**src/hw/nar_io_map.vh**
```
`ifndef NAR_IO_MAP_VH
`define NAR_IO_MAP_VH

// register group codes on address bits 8-6
`define NAR_GRP_TERM_READY  3'h0
`define NAR_GRP_DMA         3'h1
`define NAR_GRP_ETH_CTRL    3'h2
`define NAR_GRP_UNUSED      3'h3
`define NAR_GRP_SERIAL      3'h4
`define NAR_GRP_STATUS      3'h5
`define NAR_GRP_ADDR_ROM    3'h6
`define NAR_GRP_BOARD_IDENTIFIER    3'h7

// address field positions
`define NAR_GRP_MSB         8
`define NAR_GRP_LSB         6
`define NAR_SUB_MSB         5
`define NAR_ROM_IDX_MSB     4
`define NAR_ETH_SEL_MSB     2
`define NAR_DMA_SEL_MSB     1

// selections inside the ethernet and dma groups
`define NAR_ETH_RX_STATUS   3'h6
`define NAR_ETH_TX_STATUS   3'h7
`define NAR_DMA_RX_LENGTH   2'h3

// status word field positions
`define NAR_ST_TX_LSB       24
`define NAR_ST_RX_LSB       16
`define NAR_ST_RDPTR_LSB    12
`define NAR_ST_WRPTR_LSB    8
`define NAR_ST_CTRL_LSB     4
`define NAR_ST_INTS_LSB     0
`define NAR_TX_ERR_MSB      2

// control bits inside the written data word
`define NAR_CTRL_BYTESEQ    7
`define NAR_CTRL_XCVR       6
`define NAR_CTRL_TXEN       5
`define NAR_CTRL_RXEN       4

// interrupt flag positions
`define NAR_INT_TX          3
`define NAR_INT_RX          2
`define NAR_INT_PARITY      1
`define NAR_INT_SERIAL      0

// reset values
`define NAR_CTRL_RESET      4'h0
`define NAR_INTS_RESET      4'h0
`define NAR_PTR_RESET       4'h0
`define NAR_STAT_RESET      8'h00

`endif

```
**src/hw/nar_addr_rom.v**
```verilog
`timescale 1ns/1ps
module nar_addr_rom #(
    parameter [47:0] STATION_ADDR = 48'h0000_0000_0001, // per-board value, arbitrary default
    parameter [15:0] ADDR_SUM     = 16'h0000            // checksum of the six bytes
) (
    input  wire [4:0] index,  // byte select
    output reg  [7:0] data    // selected byte
);
    wire [63:0] fwd;
    wire [63:0] rev;
    wire [63:0] tst;
    assign fwd = {ADDR_SUM[7:0], ADDR_SUM[15:8], STATION_ADDR[7:0], STATION_ADDR[15:8],
                  STATION_ADDR[23:16], STATION_ADDR[31:24], STATION_ADDR[39:32],
                  STATION_ADDR[47:40]};
    assign tst = 64'hAA55_00FF_AA55_00FF;

    // second copy is the first one with byte order reversed
    genvar g;
    generate
        for (g = 0; g < 8; g = g + 1) begin : gRev
            assign rev[8*g+7:8*g] = fwd[8*(7-g)+7:8*(7-g)];
        end
    endgenerate

    always @* begin
        case (index[4:3])
            2'h0:    data = fwd[8*index[2:0] +: 8];
            2'h1:    data = rev[8*index[2:0] +: 8];
            2'h2:    data = fwd[8*index[2:0] +: 8];
            default: data = tst[8*index[2:0] +: 8];
        endcase
    end
endmodule

```
**src/hw/nar_desc_queue.v**
```verilog
`timescale 1ns/1ps
`include "nar_io_map.vh"
module nar_desc_queue #(
    parameter PTR_W = 4
) (
    input  wire             clock,      // system clock
    input  wire             rst_n,      // async reset, active low
    input  wire             readAdv,    // hardware finished a buffer
    input  wire             writeAdv,   // software wrote a receive length
    output reg  [PTR_W-1:0] readPtr,    // descriptor read pointer
    output reg  [PTR_W-1:0] writePtr,   // descriptor write pointer
    output wire             empty,      // no descriptor pending
    output wire             full        // one slot left unused
);
    // no overrun guard: software keeps at most fifteen descriptors queued
    always @(posedge clock or negedge rst_n) begin
        if (!rst_n) begin
            readPtr  <= `NAR_PTR_RESET;
            writePtr <= `NAR_PTR_RESET;
        end else begin
            if (readAdv)
                readPtr <= readPtr + 1'b1;
            if (writeAdv)
                writePtr <= writePtr + 1'b1;
        end
    end
    assign empty = (readPtr == writePtr);
    assign full  = ((writePtr + 1'b1) == readPtr);
endmodule

```
**src/hw/nar_io_regs.v**
```verilog
// Overview of operation
// - serial registers appear as words, upper zero
// - serial flag clears on read once released
// - decode nine address bits, group in 8-6
// - group codes map the eight register groups
// - group 7 reads fixed board identifier
// - group 6 reads one of 32 rom bytes
// - status writes change only control field
// - copy controller status on interrupt, status read
// - read pointer advances before receive flag sets
// - queue empty on equal, full on wrap
// - four control bits readable, reset clears them
// - byte sequence bit orders bytes in words
// - transceiver off loops transmit to receive
// - transmit one packet, then idle until cleared
// - receive only when enabled and queue nonempty
// - interrupt line from flags; status reads with address bit 0 low clear them
// - transmit flag on fatal error, or on finish only when its status bit is masked
// - receive flag per completion, completions merge
// - parity flag on bad parity while receiving
// - ethernet group selects eight byte registers
// - masked error halts, unmasked error retransmits
`timescale 1ns/1ps
`include "nar_io_map.vh"
module nar_io_regs #(
    parameter [31:0] BOARD_IDENTIFIER     = 32'h0000_00A5,       // arbitrary identifier value
    parameter [47:0] STATION_ADDR = 48'h0000_0000_0001,  // arbitrary default
    parameter [15:0] ADDR_SUM     = 16'h0000,
    parameter        PTR_W        = 4
) (
    input  wire        clock,          // system clock
    input  wire        rst_n,          // async reset, active low
    input  wire        ioReq,          // io access request
    input  wire        ioWrite,        // 1 write, 0 read
    input  wire [8:0]  ioAddr,         // io address low bits
    input  wire [31:0] ioWdata,        // io write data
    input  wire        ioParityBad,    // bad parity seen on bus data
    input  wire        dmaRdValid,     // dma read data on bus this cycle
    output reg         ioAck,          // access answered
    output reg  [31:0] ioRdata,        // read data with ack
    output reg         busIrq,         // bus interrupt line
    output reg  [5:0]  serAddr,        // serial controller register select
    output reg  [7:0]  serWdata,       // serial write byte
    output reg         serRd,          // serial read strobe
    output reg         serWr,          // serial write strobe
    input  wire [7:0]  serRdata,       // serial read byte
    input  wire        serIrq,         // serial controller interrupt
    output reg  [2:0]  ethAddr,        // ethernet register select
    output reg  [7:0]  ethWdata,       // ethernet write byte
    output reg         ethRd,          // ethernet read strobe
    output reg         ethWr,          // ethernet write strobe
    input  wire [7:0]  ethRdata,       // ethernet read byte
    input  wire        ethIrq,         // ethernet controller interrupt
    input  wire [7:0]  ethTxStat,      // controller internal transmit status
    input  wire [7:0]  ethRxStat,      // controller internal receive status
    output reg  [1:0]  dmaSel,         // dma register select
    output reg  [31:0] dmaWdata,       // dma register write data
    output reg         dmaWr,          // dma register write strobe
    input  wire [31:0] dmaRdata,       // dma register read data
    output reg  [7:0]  termReady,      // terminal ready lines
    input  wire        txAttemptEnd,   // transmit attempt concluded
    input  wire        rxPacketDone,   // ending status stored in buffer
    output reg         dmaHalt,        // stop transmit dma
    output reg         dmaRestart,     // retransmit from saved values
    output reg         txGo,           // transmitter may run
    output reg         rxAccept,       // receiver may copy packets
    output reg         byteSeqSelect,  // byte order within a word
    output reg         loopback,       // transmit looped to receive
    output reg         xcvrEnable,     // transceiver drive enable
    output reg  [7:0]  rxEndStatus,    // receive status for ending status
    output reg  [3:0]  rxEndReadPtr    // read pointer for ending status
);
    localparam ST_IDLE   = 2'h0;
    localparam ST_ACCESS = 2'h1;
    localparam ST_DONE   = 2'h2;

    reg  [1:0]  state;
    reg         curWrite;
    reg  [8:0]  curAddr;
    reg  [31:0] curWdata;
    reg  [3:0]  ctrl;
    reg  [3:0]  ints;
    reg  [7:0]  txStatCopy;
    reg  [7:0]  rxStatCopy;
    reg  [7:0]  txCommand;
    reg         ethIrqLast;
    reg         txFinished;
    reg         rxDoneLate;
    reg  [3:0]  next_ints;
    reg  [31:0] rdMux;
    wire [2:0]  grp;
    wire [PTR_W-1:0] readPtr;
    wire [PTR_W-1:0] writePtr;
    wire        qEmpty;
    wire        qFull;
    wire [7:0]  romByte;
    wire [31:0] statusWord;
    wire        take;
    wire        inAccess;
    wire        statusRead;
    wire        ethStatRead;
    wire        rxLenWrite;
    wire        readAdv;
    wire        txFatal;
    wire        ethIrqRise;
    wire        txErrEvent;
    wire        txDone;

    assign grp      = curAddr[`NAR_GRP_MSB:`NAR_GRP_LSB];
    assign take     = ioReq && (state == ST_IDLE);
    assign inAccess = (state == ST_ACCESS);

    // reads with address bit 0 set look at the flags without consuming them
    assign statusRead  = inAccess && !curWrite && (grp == `NAR_GRP_STATUS)
                         && !curAddr[0];
    assign ethStatRead = ethRd && (ethAddr == `NAR_ETH_RX_STATUS ||
                                   ethAddr == `NAR_ETH_TX_STATUS);
    assign rxLenWrite  = dmaWr && (dmaSel == `NAR_DMA_RX_LENGTH);
    // rise only, so a held line cannot keep overwriting the copies
    assign ethIrqRise  = ethIrq && !ethIrqLast;
    assign txFatal     = |(ethTxStat & txCommand);

    // rxAccept lags an advance by a cycle; guard on live pointers
    assign readAdv     = rxPacketDone && rxAccept && !qEmpty;

    // clean send with good-packet unmasked: no retransmit, no flag
    assign txErrEvent  = |ethTxStat[`NAR_TX_ERR_MSB:0];
    assign txDone      = txAttemptEnd && txGo && (txFatal || !txErrEvent);

    assign statusWord = {txStatCopy, rxStatCopy, readPtr, writePtr, ctrl, ints};

    nar_desc_queue #(
        .PTR_W    (PTR_W)
    ) uQueue (
        .clock    (clock),
        .rst_n    (rst_n),
        .readAdv  (readAdv),
        .writeAdv (rxLenWrite),
        .readPtr  (readPtr),
        .writePtr (writePtr),
        .empty    (qEmpty),
        .full     (qFull)
    );

    nar_addr_rom #(
        .STATION_ADDR (STATION_ADDR),
        .ADDR_SUM     (ADDR_SUM)
    ) uRom (
        .index (curAddr[`NAR_ROM_IDX_MSB:0]),
        .data  (romByte)
    );

    // access sequencer: take, strobe out, answer
    always @(posedge clock or negedge rst_n) begin
        if (!rst_n) begin
            state    <= ST_IDLE;
            curWrite <= 1'b0;
            curAddr  <= 9'h000;
            curWdata <= 32'h0000_0000;
            ioAck    <= 1'b0;
            ioRdata  <= 32'h0000_0000;
            serAddr  <= 6'h00;
            serWdata <= 8'h00;
            serRd    <= 1'b0;
            serWr    <= 1'b0;
            ethAddr  <= 3'h0;
            ethWdata <= 8'h00;
            ethRd    <= 1'b0;
            ethWr    <= 1'b0;
            dmaSel   <= 2'h0;
            dmaWdata <= 32'h0000_0000;
            dmaWr    <= 1'b0;
        end else begin
            serRd <= 1'b0;
            serWr <= 1'b0;
            ethRd <= 1'b0;
            ethWr <= 1'b0;
            dmaWr <= 1'b0;
            ioAck <= 1'b0;
            case (state)
                ST_IDLE: begin
                    if (ioReq) begin
                        state    <= ST_ACCESS;
                        curWrite <= ioWrite;
                        curAddr  <= ioAddr;
                        curWdata <= ioWdata;
                        case (ioAddr[`NAR_GRP_MSB:`NAR_GRP_LSB])
                            `NAR_GRP_SERIAL: begin
                                serAddr  <= ioAddr[`NAR_SUB_MSB:0];
                                serWdata <= ioWdata[7:0];
                                serRd    <= !ioWrite;
                                serWr    <= ioWrite;
                            end
                            `NAR_GRP_ETH_CTRL: begin
                                ethAddr  <= ioAddr[`NAR_ETH_SEL_MSB:0];
                                ethWdata <= ioWdata[7:0];
                                ethRd    <= !ioWrite;
                                ethWr    <= ioWrite;
                            end
                            `NAR_GRP_DMA: begin
                                dmaSel   <= ioAddr[`NAR_DMA_SEL_MSB:0];
                                dmaWdata <= ioWdata;
                                dmaWr    <= ioWrite;
                            end
                            default: begin
                            end
                        endcase
                    end
                end
                ST_ACCESS: begin
                    state   <= ST_DONE;
                    ioAck   <= 1'b1;
                    ioRdata <= curWrite ? 32'h0000_0000 : rdMux;
                end
                ST_DONE: begin
                    state <= ST_IDLE;
                end
                default: begin
                    state <= ST_IDLE;
                end
            endcase
        end
    end

    // read data, sampled in the strobe cycle; writes to read-only groups just ack
    always @* begin
        case (grp)
            `NAR_GRP_BOARD_IDENTIFIER: rdMux = BOARD_IDENTIFIER;
            `NAR_GRP_ADDR_ROM: rdMux = {24'h00_0000, romByte};
            `NAR_GRP_STATUS:   rdMux = statusWord;
            `NAR_GRP_SERIAL:   rdMux = {24'h00_0000, serRdata};
            `NAR_GRP_ETH_CTRL: begin
                // station address bytes are write-only
                if (ethAddr == `NAR_ETH_RX_STATUS || ethAddr == `NAR_ETH_TX_STATUS)
                    rdMux = {24'h00_0000, ethRdata};
                else
                    rdMux = 32'h0000_0000;
            end
            `NAR_GRP_DMA:      rdMux = dmaRdata;
            default:           rdMux = 32'h0000_0000;
        endcase
    end

    // control field is the only writable part of the status word
    always @(posedge clock or negedge rst_n) begin
        if (!rst_n) begin
            ctrl      <= `NAR_CTRL_RESET;
            termReady <= 8'h00;
            txCommand <= 8'h00;
        end else if (inAccess && curWrite) begin
            if (grp == `NAR_GRP_STATUS)
                ctrl <= curWdata[`NAR_CTRL_BYTESEQ:`NAR_CTRL_RXEN];
            if (grp == `NAR_GRP_TERM_READY)
                termReady <= curWdata[7:0];
            // shadow of the transmit mask, needed to judge error events
            if (grp == `NAR_GRP_ETH_CTRL && ethAddr == `NAR_ETH_TX_STATUS)
                txCommand <= curWdata[7:0];
        end
    end

    // status copies from the ethernet controller
    always @(posedge clock or negedge rst_n) begin
        if (!rst_n) begin
            txStatCopy <= `NAR_STAT_RESET;
            rxStatCopy <= `NAR_STAT_RESET;
            ethIrqLast <= 1'b0;
        end else begin
            ethIrqLast <= ethIrq;
            if (ethIrqRise || ethStatRead) begin
                txStatCopy <= ethTxStat;
                rxStatCopy <= ethRxStat;
            end
        end
    end

    // interrupt flags; an event in the clearing cycle survives the clear
    always @* begin
        next_ints = statusRead ? `NAR_INTS_RESET : ints;
        if (txAttemptEnd && txGo && txFatal)
            next_ints[`NAR_INT_TX] = 1'b1;
        if (rxDoneLate)
            next_ints[`NAR_INT_RX] = 1'b1;
        // only cycles that bring bus data in are judged
        if (ioParityBad && (take || dmaRdValid))
            next_ints[`NAR_INT_PARITY] = 1'b1;
        if (serIrq)
            next_ints[`NAR_INT_SERIAL] = 1'b1;
    end

    always @(posedge clock or negedge rst_n) begin
        if (!rst_n) begin
            ints   <= `NAR_INTS_RESET;
            busIrq <= 1'b0;
        end else begin
            ints   <= next_ints;
            busIrq <= |next_ints;
        end
    end

    // transmit and receive sequencing seen by the dma engines
    always @(posedge clock or negedge rst_n) begin
        if (!rst_n) begin
            txFinished    <= 1'b0;
            txGo          <= 1'b0;
            dmaHalt       <= 1'b0;
            dmaRestart    <= 1'b0;
            rxDoneLate    <= 1'b0;
            rxAccept      <= 1'b0;
            byteSeqSelect <= 1'b0;
            loopback      <= 1'b1;
            xcvrEnable    <= 1'b0;
            rxEndStatus   <= `NAR_STAT_RESET;
            rxEndReadPtr  <= `NAR_PTR_RESET;
        end else begin
            dmaHalt    <= txAttemptEnd && txGo && txFatal;
            dmaRestart <= txAttemptEnd && txGo && !txFatal && txErrEvent;

            // after the one packet stay idle until software drops the enable
            if (!ctrl[`NAR_CTRL_TXEN - `NAR_CTRL_RXEN])
                txFinished <= 1'b0;
            else if (txDone)
                txFinished <= 1'b1;
            txGo <= ctrl[`NAR_CTRL_TXEN - `NAR_CTRL_RXEN] && !txFinished
                    && !txDone;

            // flag one cycle after the pointer moves
            rxDoneLate <= readAdv;
            rxAccept   <= ctrl[`NAR_CTRL_RXEN - `NAR_CTRL_RXEN] && !qEmpty;

            byteSeqSelect <= ctrl[`NAR_CTRL_BYTESEQ - `NAR_CTRL_RXEN];
            xcvrEnable    <= ctrl[`NAR_CTRL_XCVR - `NAR_CTRL_RXEN];
            loopback      <= !ctrl[`NAR_CTRL_XCVR - `NAR_CTRL_RXEN];
            rxEndStatus   <= rxStatCopy;
            rxEndReadPtr  <= readPtr;
        end
    end

    // full is informative only; software keeps at most fifteen descriptors
    wire unusedFull;
    assign unusedFull = qFull;
endmodule
```
**config.mk**
```make
export PLATFORM = sky130hd
export DESIGN_NAME = nar_io_regs
export DESIGN_NICKNAME = d
export VERILOG_FILES = /design/src/hw/nar_addr_rom.v /design/src/hw/nar_desc_queue.v /design/src/hw/nar_io_regs.v
export VERILOG_INCLUDE_DIRS = /design/src /design/src/hw
export SDC_FILE = /design/constraint.sdc
export NUM_CORES = 1
export LEC_CHECK = 0
export ABC_AREA = 1
export BUFFER_PORTS_ARGS = -buffer_cell sky130_fd_sc_hd__buf_4
export CAP_MARGIN = 20
export CORE_ASPECT_RATIO = 1.75
export CORE_MARGIN = 5
export CORE_UTILIZATION = 50
export DETAILED_ROUTE_END_ITERATION = 8
export GPL_TIMING_DRIVEN = 0
export PLACE_DENSITY = 0.74
export SLEW_MARGIN = 20
export SYNTH_ARGS = -nofsm -noshare
export SYNTH_HDL_FRONTEND = slang
export SYNTH_HIERARCHICAL = 1
export SYNTH_SLANG_ARGS = --single-unit
```
**constraint.sdc**
```tcl
create_clock -name clock -period 1.6 [get_ports clock]
set_clock_uncertainty 0.05 [all_clocks]
set_input_delay 0.24 -clock clock [delete_from_list [all_inputs] [get_ports clock]]
set_output_delay 0.24 -clock clock [all_outputs]
set_load 0.005 [all_outputs]
```
**Word-level counts from Yosys, hierarchy flattened**

Index checks and enable logic that the tools add are counted.

- Add/sub/neg operators: 2
- Eq/ne operators: 18
- Shift-type cells: 3
- Muxes and demuxes: 29
- Bitwise gates (word level): 1
- Reduce and logical (&&, ||, !) cells: 48

Operator list:

| kind | count |
|---|---|
| $pmux 32 s6 | 1 |
| $shiftx 64x7->8 const A | 3 |
| $mux 32 | 1 |
| $mux 1 | 22 |
| $eq 3x3->1 const B | 7 |
| $logic_and 1x1->1 | 20 |
| $pmux 8 s2 | 1 |
| $logic_not 1->1 | 10 |
| $reduce_and 3->1 | 3 |
| $add 4x1->4 const B | 2 |
| $and 8x8->8 | 1 |
| $mux 8 | 1 |
| $reduce_and 2->1 | 4 |
| $reduce_or 8->1 | 1 |
| $eq 3x1->1 const B | 2 |
| $eq 3x2->1 const B | 2 |
| $eq 2x1->1 const B | 2 |
| $eq 2x2->1 const B | 2 |
| $eq 4x4->1 | 1 |
| $logic_not 2->1 | 2 |
| $logic_or 1x1->1 | 4 |
| $mux 4 | 1 |
| $pmux 2 s2 | 1 |
| $reduce_or 4->1 | 1 |
| 6 further kinds | 6 |

- Flip-flop bits (word level): 188
- Input port bits: 115
- Output and inout port bits: 125

**Longest topological paths before layout**

- Depth in word-level cells: 7
- Mapped depth: 10
- Depth with buffers taken out: 9

**Cells and area by module**

Netlist, hierarchy kept.

Modules (own cells, without submodules):

| module | times used | cells each | area each (µm²) |
|---|---|---|---|
| nar_io_regs | 1 | 830 | 7,382.1 |
| nar_desc_queue | 1 | 64 | 471.7 |
| nar_addr_rom | 1 | 19 | 106.4 |

**Least setup slack after synthesis**

No wires, ideal clock.

- Path type: register -> register
- Start: register state[1]
- End: register serAddr[1]
- Library setup time: 0.122 ns
- Arrival: 1.224 ns
- Setup slack: 0.205 ns
- Cell stages (with the launch flop): 8
- Clock period less this slack: 1.395 ns
- Cells stage by stage: dfrtp_1 -> nor3_4 -> buf_4 -> nand2_2 -> buf_6 -> buf_6 -> nand2_1 -> o21ai_1

- Cells in the longest elaborated chain, start to end: 2

Ends and longest elaborated chain:

| item | RTL line | RTL |
|---|---|---|
| start, declared | nar_io_regs.v:77 | `reg [1:0] state;` |
| start signal, assigned | nar_io_regs.v:156 | `state <= ST_IDLE;` |
| start signal, assigned | nar_io_regs.v:183 | `state <= ST_ACCESS;` |
| start signal, assigned | nar_io_regs.v:211 | `state <= ST_DONE;` |
| $logic_not 2->1 | nar_io_regs.v:180 | `case (state)` |
| $reduce_and 3->1 (no line) | - |  |
| end signal, assigned | nar_io_regs.v:189 | `` serAddr <= ioAddr[`NAR_SUB_MSB:0]; `` |
| end, declared | nar_io_regs.v:42 | `output reg [5:0] serAddr,` |

No other way between the ends.
A chain may end at the register's enable or synchronous reset.

**Worst setup path after layout**

- Start: register state[0]
- End: register dmaWdata[1]

- Cells in the longest elaborated chain, start to end: 2

Ends and longest elaborated chain:

| item | RTL line | RTL |
|---|---|---|
| $logic_not 2->1 | nar_io_regs.v:180 |  |
| $reduce_and 3->1 (no line) | - |  |
| end signal, assigned | nar_io_regs.v:202 | `dmaWdata <= ioWdata;` |
| end, declared | nar_io_regs.v:57 | `output reg [31:0] dmaWdata,` |

No other way between the ends.

==> impl_metrics.csv <==
group,metric,value,unit
timing,drv_slew,0,
timing,maxSlewHeadroom,0.685,
grt,first_global_vias,6978,
drt,vias,6983,
grt,antenna_found_initial,0,
grt,grt_max_degree,79,
pwr,power_frac_seq,0.440,
pwr,p_comb_frac,0.271,
cts,h-tree-depth,4,
timing,max_freq,628,MHz
floorplanning,die_area,18500,um^2
logic_synthesis,synth.cell_area,7900,um^2
timing,fin_tns_setup,0,ns
cts,cts_tree,"built",
cts,cts_sinks,187,
cts,clk_pin_slew,0.08,ns
finish,area_delta_synth_final,44.2,%
cts,clockBufferDepth,2,
drt,viasPerCell,4.96,
timing,hold_viol_final,0,
timing,rsz0062_at_grt,"yes",
drt,wl,22700,um
finish,diodes,0,
finish,nets,1327,
cts,clkLatencyLatePin,0.43,ns
grt,grt_usage,0.241,
timing,setup_viol_count_final,0,
cts,cts_buffers,17,
logic_synthesis,synth_cells,898,
pwr,p_sw,4.70,mW
floorplanning,initial_core_util,0.511,
floorplanning,core_area,15500,um^2
placed_design,dp_hpwl,16400,um
floorplanning,dieHeight,176,um
setup_path,worstPathArrival,1.87,ns
setup_path,worstPathMaxFanout,6,
drt,firstDrtPassIters,5,
drt,drc,0,
finish,drive_gt1_frac,0.315,
cts,root_buffer,"clkbuf_16",
worst_hold_path,min_path_type,"input port to flop",
drt,ant_nets,0,
logic_synthesis,avgSynthCellArea,8.80,um^2
drt,wl_per_cell,16.1,um
logic_synthesis,syn-num-nets,1015,
drt,first_iter_violations,281,
setup_path,cp.required,1.88,ns
pwr,pwr_density_cell,1300,nW/um^2
pwr,p_int,10.1,mW
pwr,leakagePower,6.13,nW
setup_path,endpoint_kind,"flop",
floorplanning,row_count,60,
pwr,switching_share,0.318,
logic_synthesis,yosys_warnings,6,
status,outcome,"complete, no violations",
grt,grt_pass1_wl,35800,um
timing,tightest_slew,0.472,ns
setup_path,critPathKind,"flop to flop",
pwr,pwr-share-clk,0.289,
placed_design,io_buffers,239,
timing,fin_crit,1.59,ns
finish,reg_top3,"dmaWdata (32), ioRdata (32)",
flow_run,maxCapViolations,0,
grt,gr-total-overflow,0,
setup_path,crit_path_start_kind,"flop",
floorplanning,die_x,105,um
floorplanning,io_pins,240,
timing,hold_ws,0.00713,ns
pwr,ir_drop,0.790,mV
placed_design,gp_congestion,0.887,
timing,fin_crit_sh,0.996,
-- routing by layer --
| metal | share of wire | wire [um] | vias to the layer above | global-route usage |
|---|---|---|---|---|
| li1 | - | - | 3419 | - |
| met1 | 0.36 | 8080 | 3292 | 0.269 |
| met2 | 0.55 | 12400 | 229 | 0.439 |
| met3 | 0.065 | 1480 | 43 | 0.0571 |
| met4 | 0.032 | 718 | 0 | 0.0944 |
| met5 | 0 | 0 | - | 0 |
-- area by class of cell --
class,count,area (um^2)
buffer,40,347
clock buffer,18,429
clock inverter,14,175
fill,1161,4080
inverter,132,503
multi-input combinational,539,2640
sequential,187,4680
tap,186,233
timing repair buffer,293,2380
-- power groups by stage --
| stage | clock, mW | combinational (mW) | sequential [mW] |
|---|---|---|---|
| CTS | 4.35 | 3.85 | 6.48 |
| finish | 4.28 | 4.00 | 6.51 |
| floorplan | 0 | 1.58 | 6.49 |
| global route | 4.55 | 4.47 | 6.64 |
| detailed placement | 0 | 3.72 | 6.54 |
| global placement | 0 | 3.62 | 6.52 |
-- layout by cell type (no fill, tap or decap), types with 2 or more instances in the layout --
master         count
inv_6              4
o211ai_1           2
nand4_1           10
buf_12             2
dlygate4sd3_1     35
nand2_4            4
xor2_1             6
a21oi_1           23
clkinv_8           3
clkbuf_16         19
buf_16             2
o21ai_0          103
nor2_4             6
nand2_2            9
ha_1               2
inv_1            127
nor3_2             2
buf_4            263
nand2_1          249
buf_6             12
nor2_1            57
nand3_4            2
inv_4              3
clkbuf_1           4
buf_8              4
clkbuf_4           2
o21ai_1           11
buf_2              7
inv_2              2
dfrtp_1          185
inv_8              5
o21ai_2           22
nand3_2            3
nand3b_1           2
nand3_1           21
-- what timing repair did --
item / CTS / global route
buffers inserted: 2 / 10
hold buffers: 35 / 0
endpoints found under the hold margin: 79 / 0
gates cloned: 0 / 6
pin swaps: 3 / 5
resized for setup: 19 / 88
setup endpoints to repair: 64 / 126
-- critical path, stage by stage (launching register included) --
cell     delay (ns)
dfrtp_1        0.43
nor3_4         0.24
buf_12         0.15
nand4_4        0.17
buf_6          0.21
buf_8          0.13
nand2_2        0.05
o21ai_1        0.06
-- final timing paths --
check | start | to | slack (ns) | cells after the start
worst max-delay path | state[0]$_DFFE_PN0P_ | dmaWdata[1]$_DFFE_PN0P_ | 0.007 | 7
worst min-delay path | ioWdata[4] | curWdata[4]$_DFFE_PN0P_ | 0.007 | 3
worst max register to register | state[0]$_DFFE_PN0P_ | dmaWdata[1]$_DFFE_PN0P_ | 0.007 | 7
worst min register to register | rxStatCopy[0]$_DFFE_PN0P_ | rxEndStatus[0]$_DFF_PN0_ | 0.35 | 0
max in group asynchronous | rst_n | loopback$_DFF_PN1_ | 0.50 | 3
min in group asynchronous | rst_n | dmaWdata[1]$_DFFE_PN0P_ | 0.26 | 2
-- per-stage QoR --
| step | worst slack [ns] | util | std cells | area (um^2) | power [mW] |
|---|---|---|---|---|---|
| 2_1_floorplan | 0.205 | - | 898 | 7900 | 8.07 |
| 3_3_place_gp | -0.943 | 0.642 | 1323 | 9930 | 10.1 |
| 3_5_place_dp | -0.155 | 0.646 | 1325 | 9990 | 10.3 |
| 4_1_cts | -0.00329 | 0.712 | 1394 | 11000 | 14.7 |
| 5_1_grt | -0.0373 | 0.736 | 1409 | 11400 | 15.7 |
| 6_report | 0.00691 | 0.736 | 1409 | 11400 | 14.8 |
No activity file was read; power rests on OpenSTA's default activity.
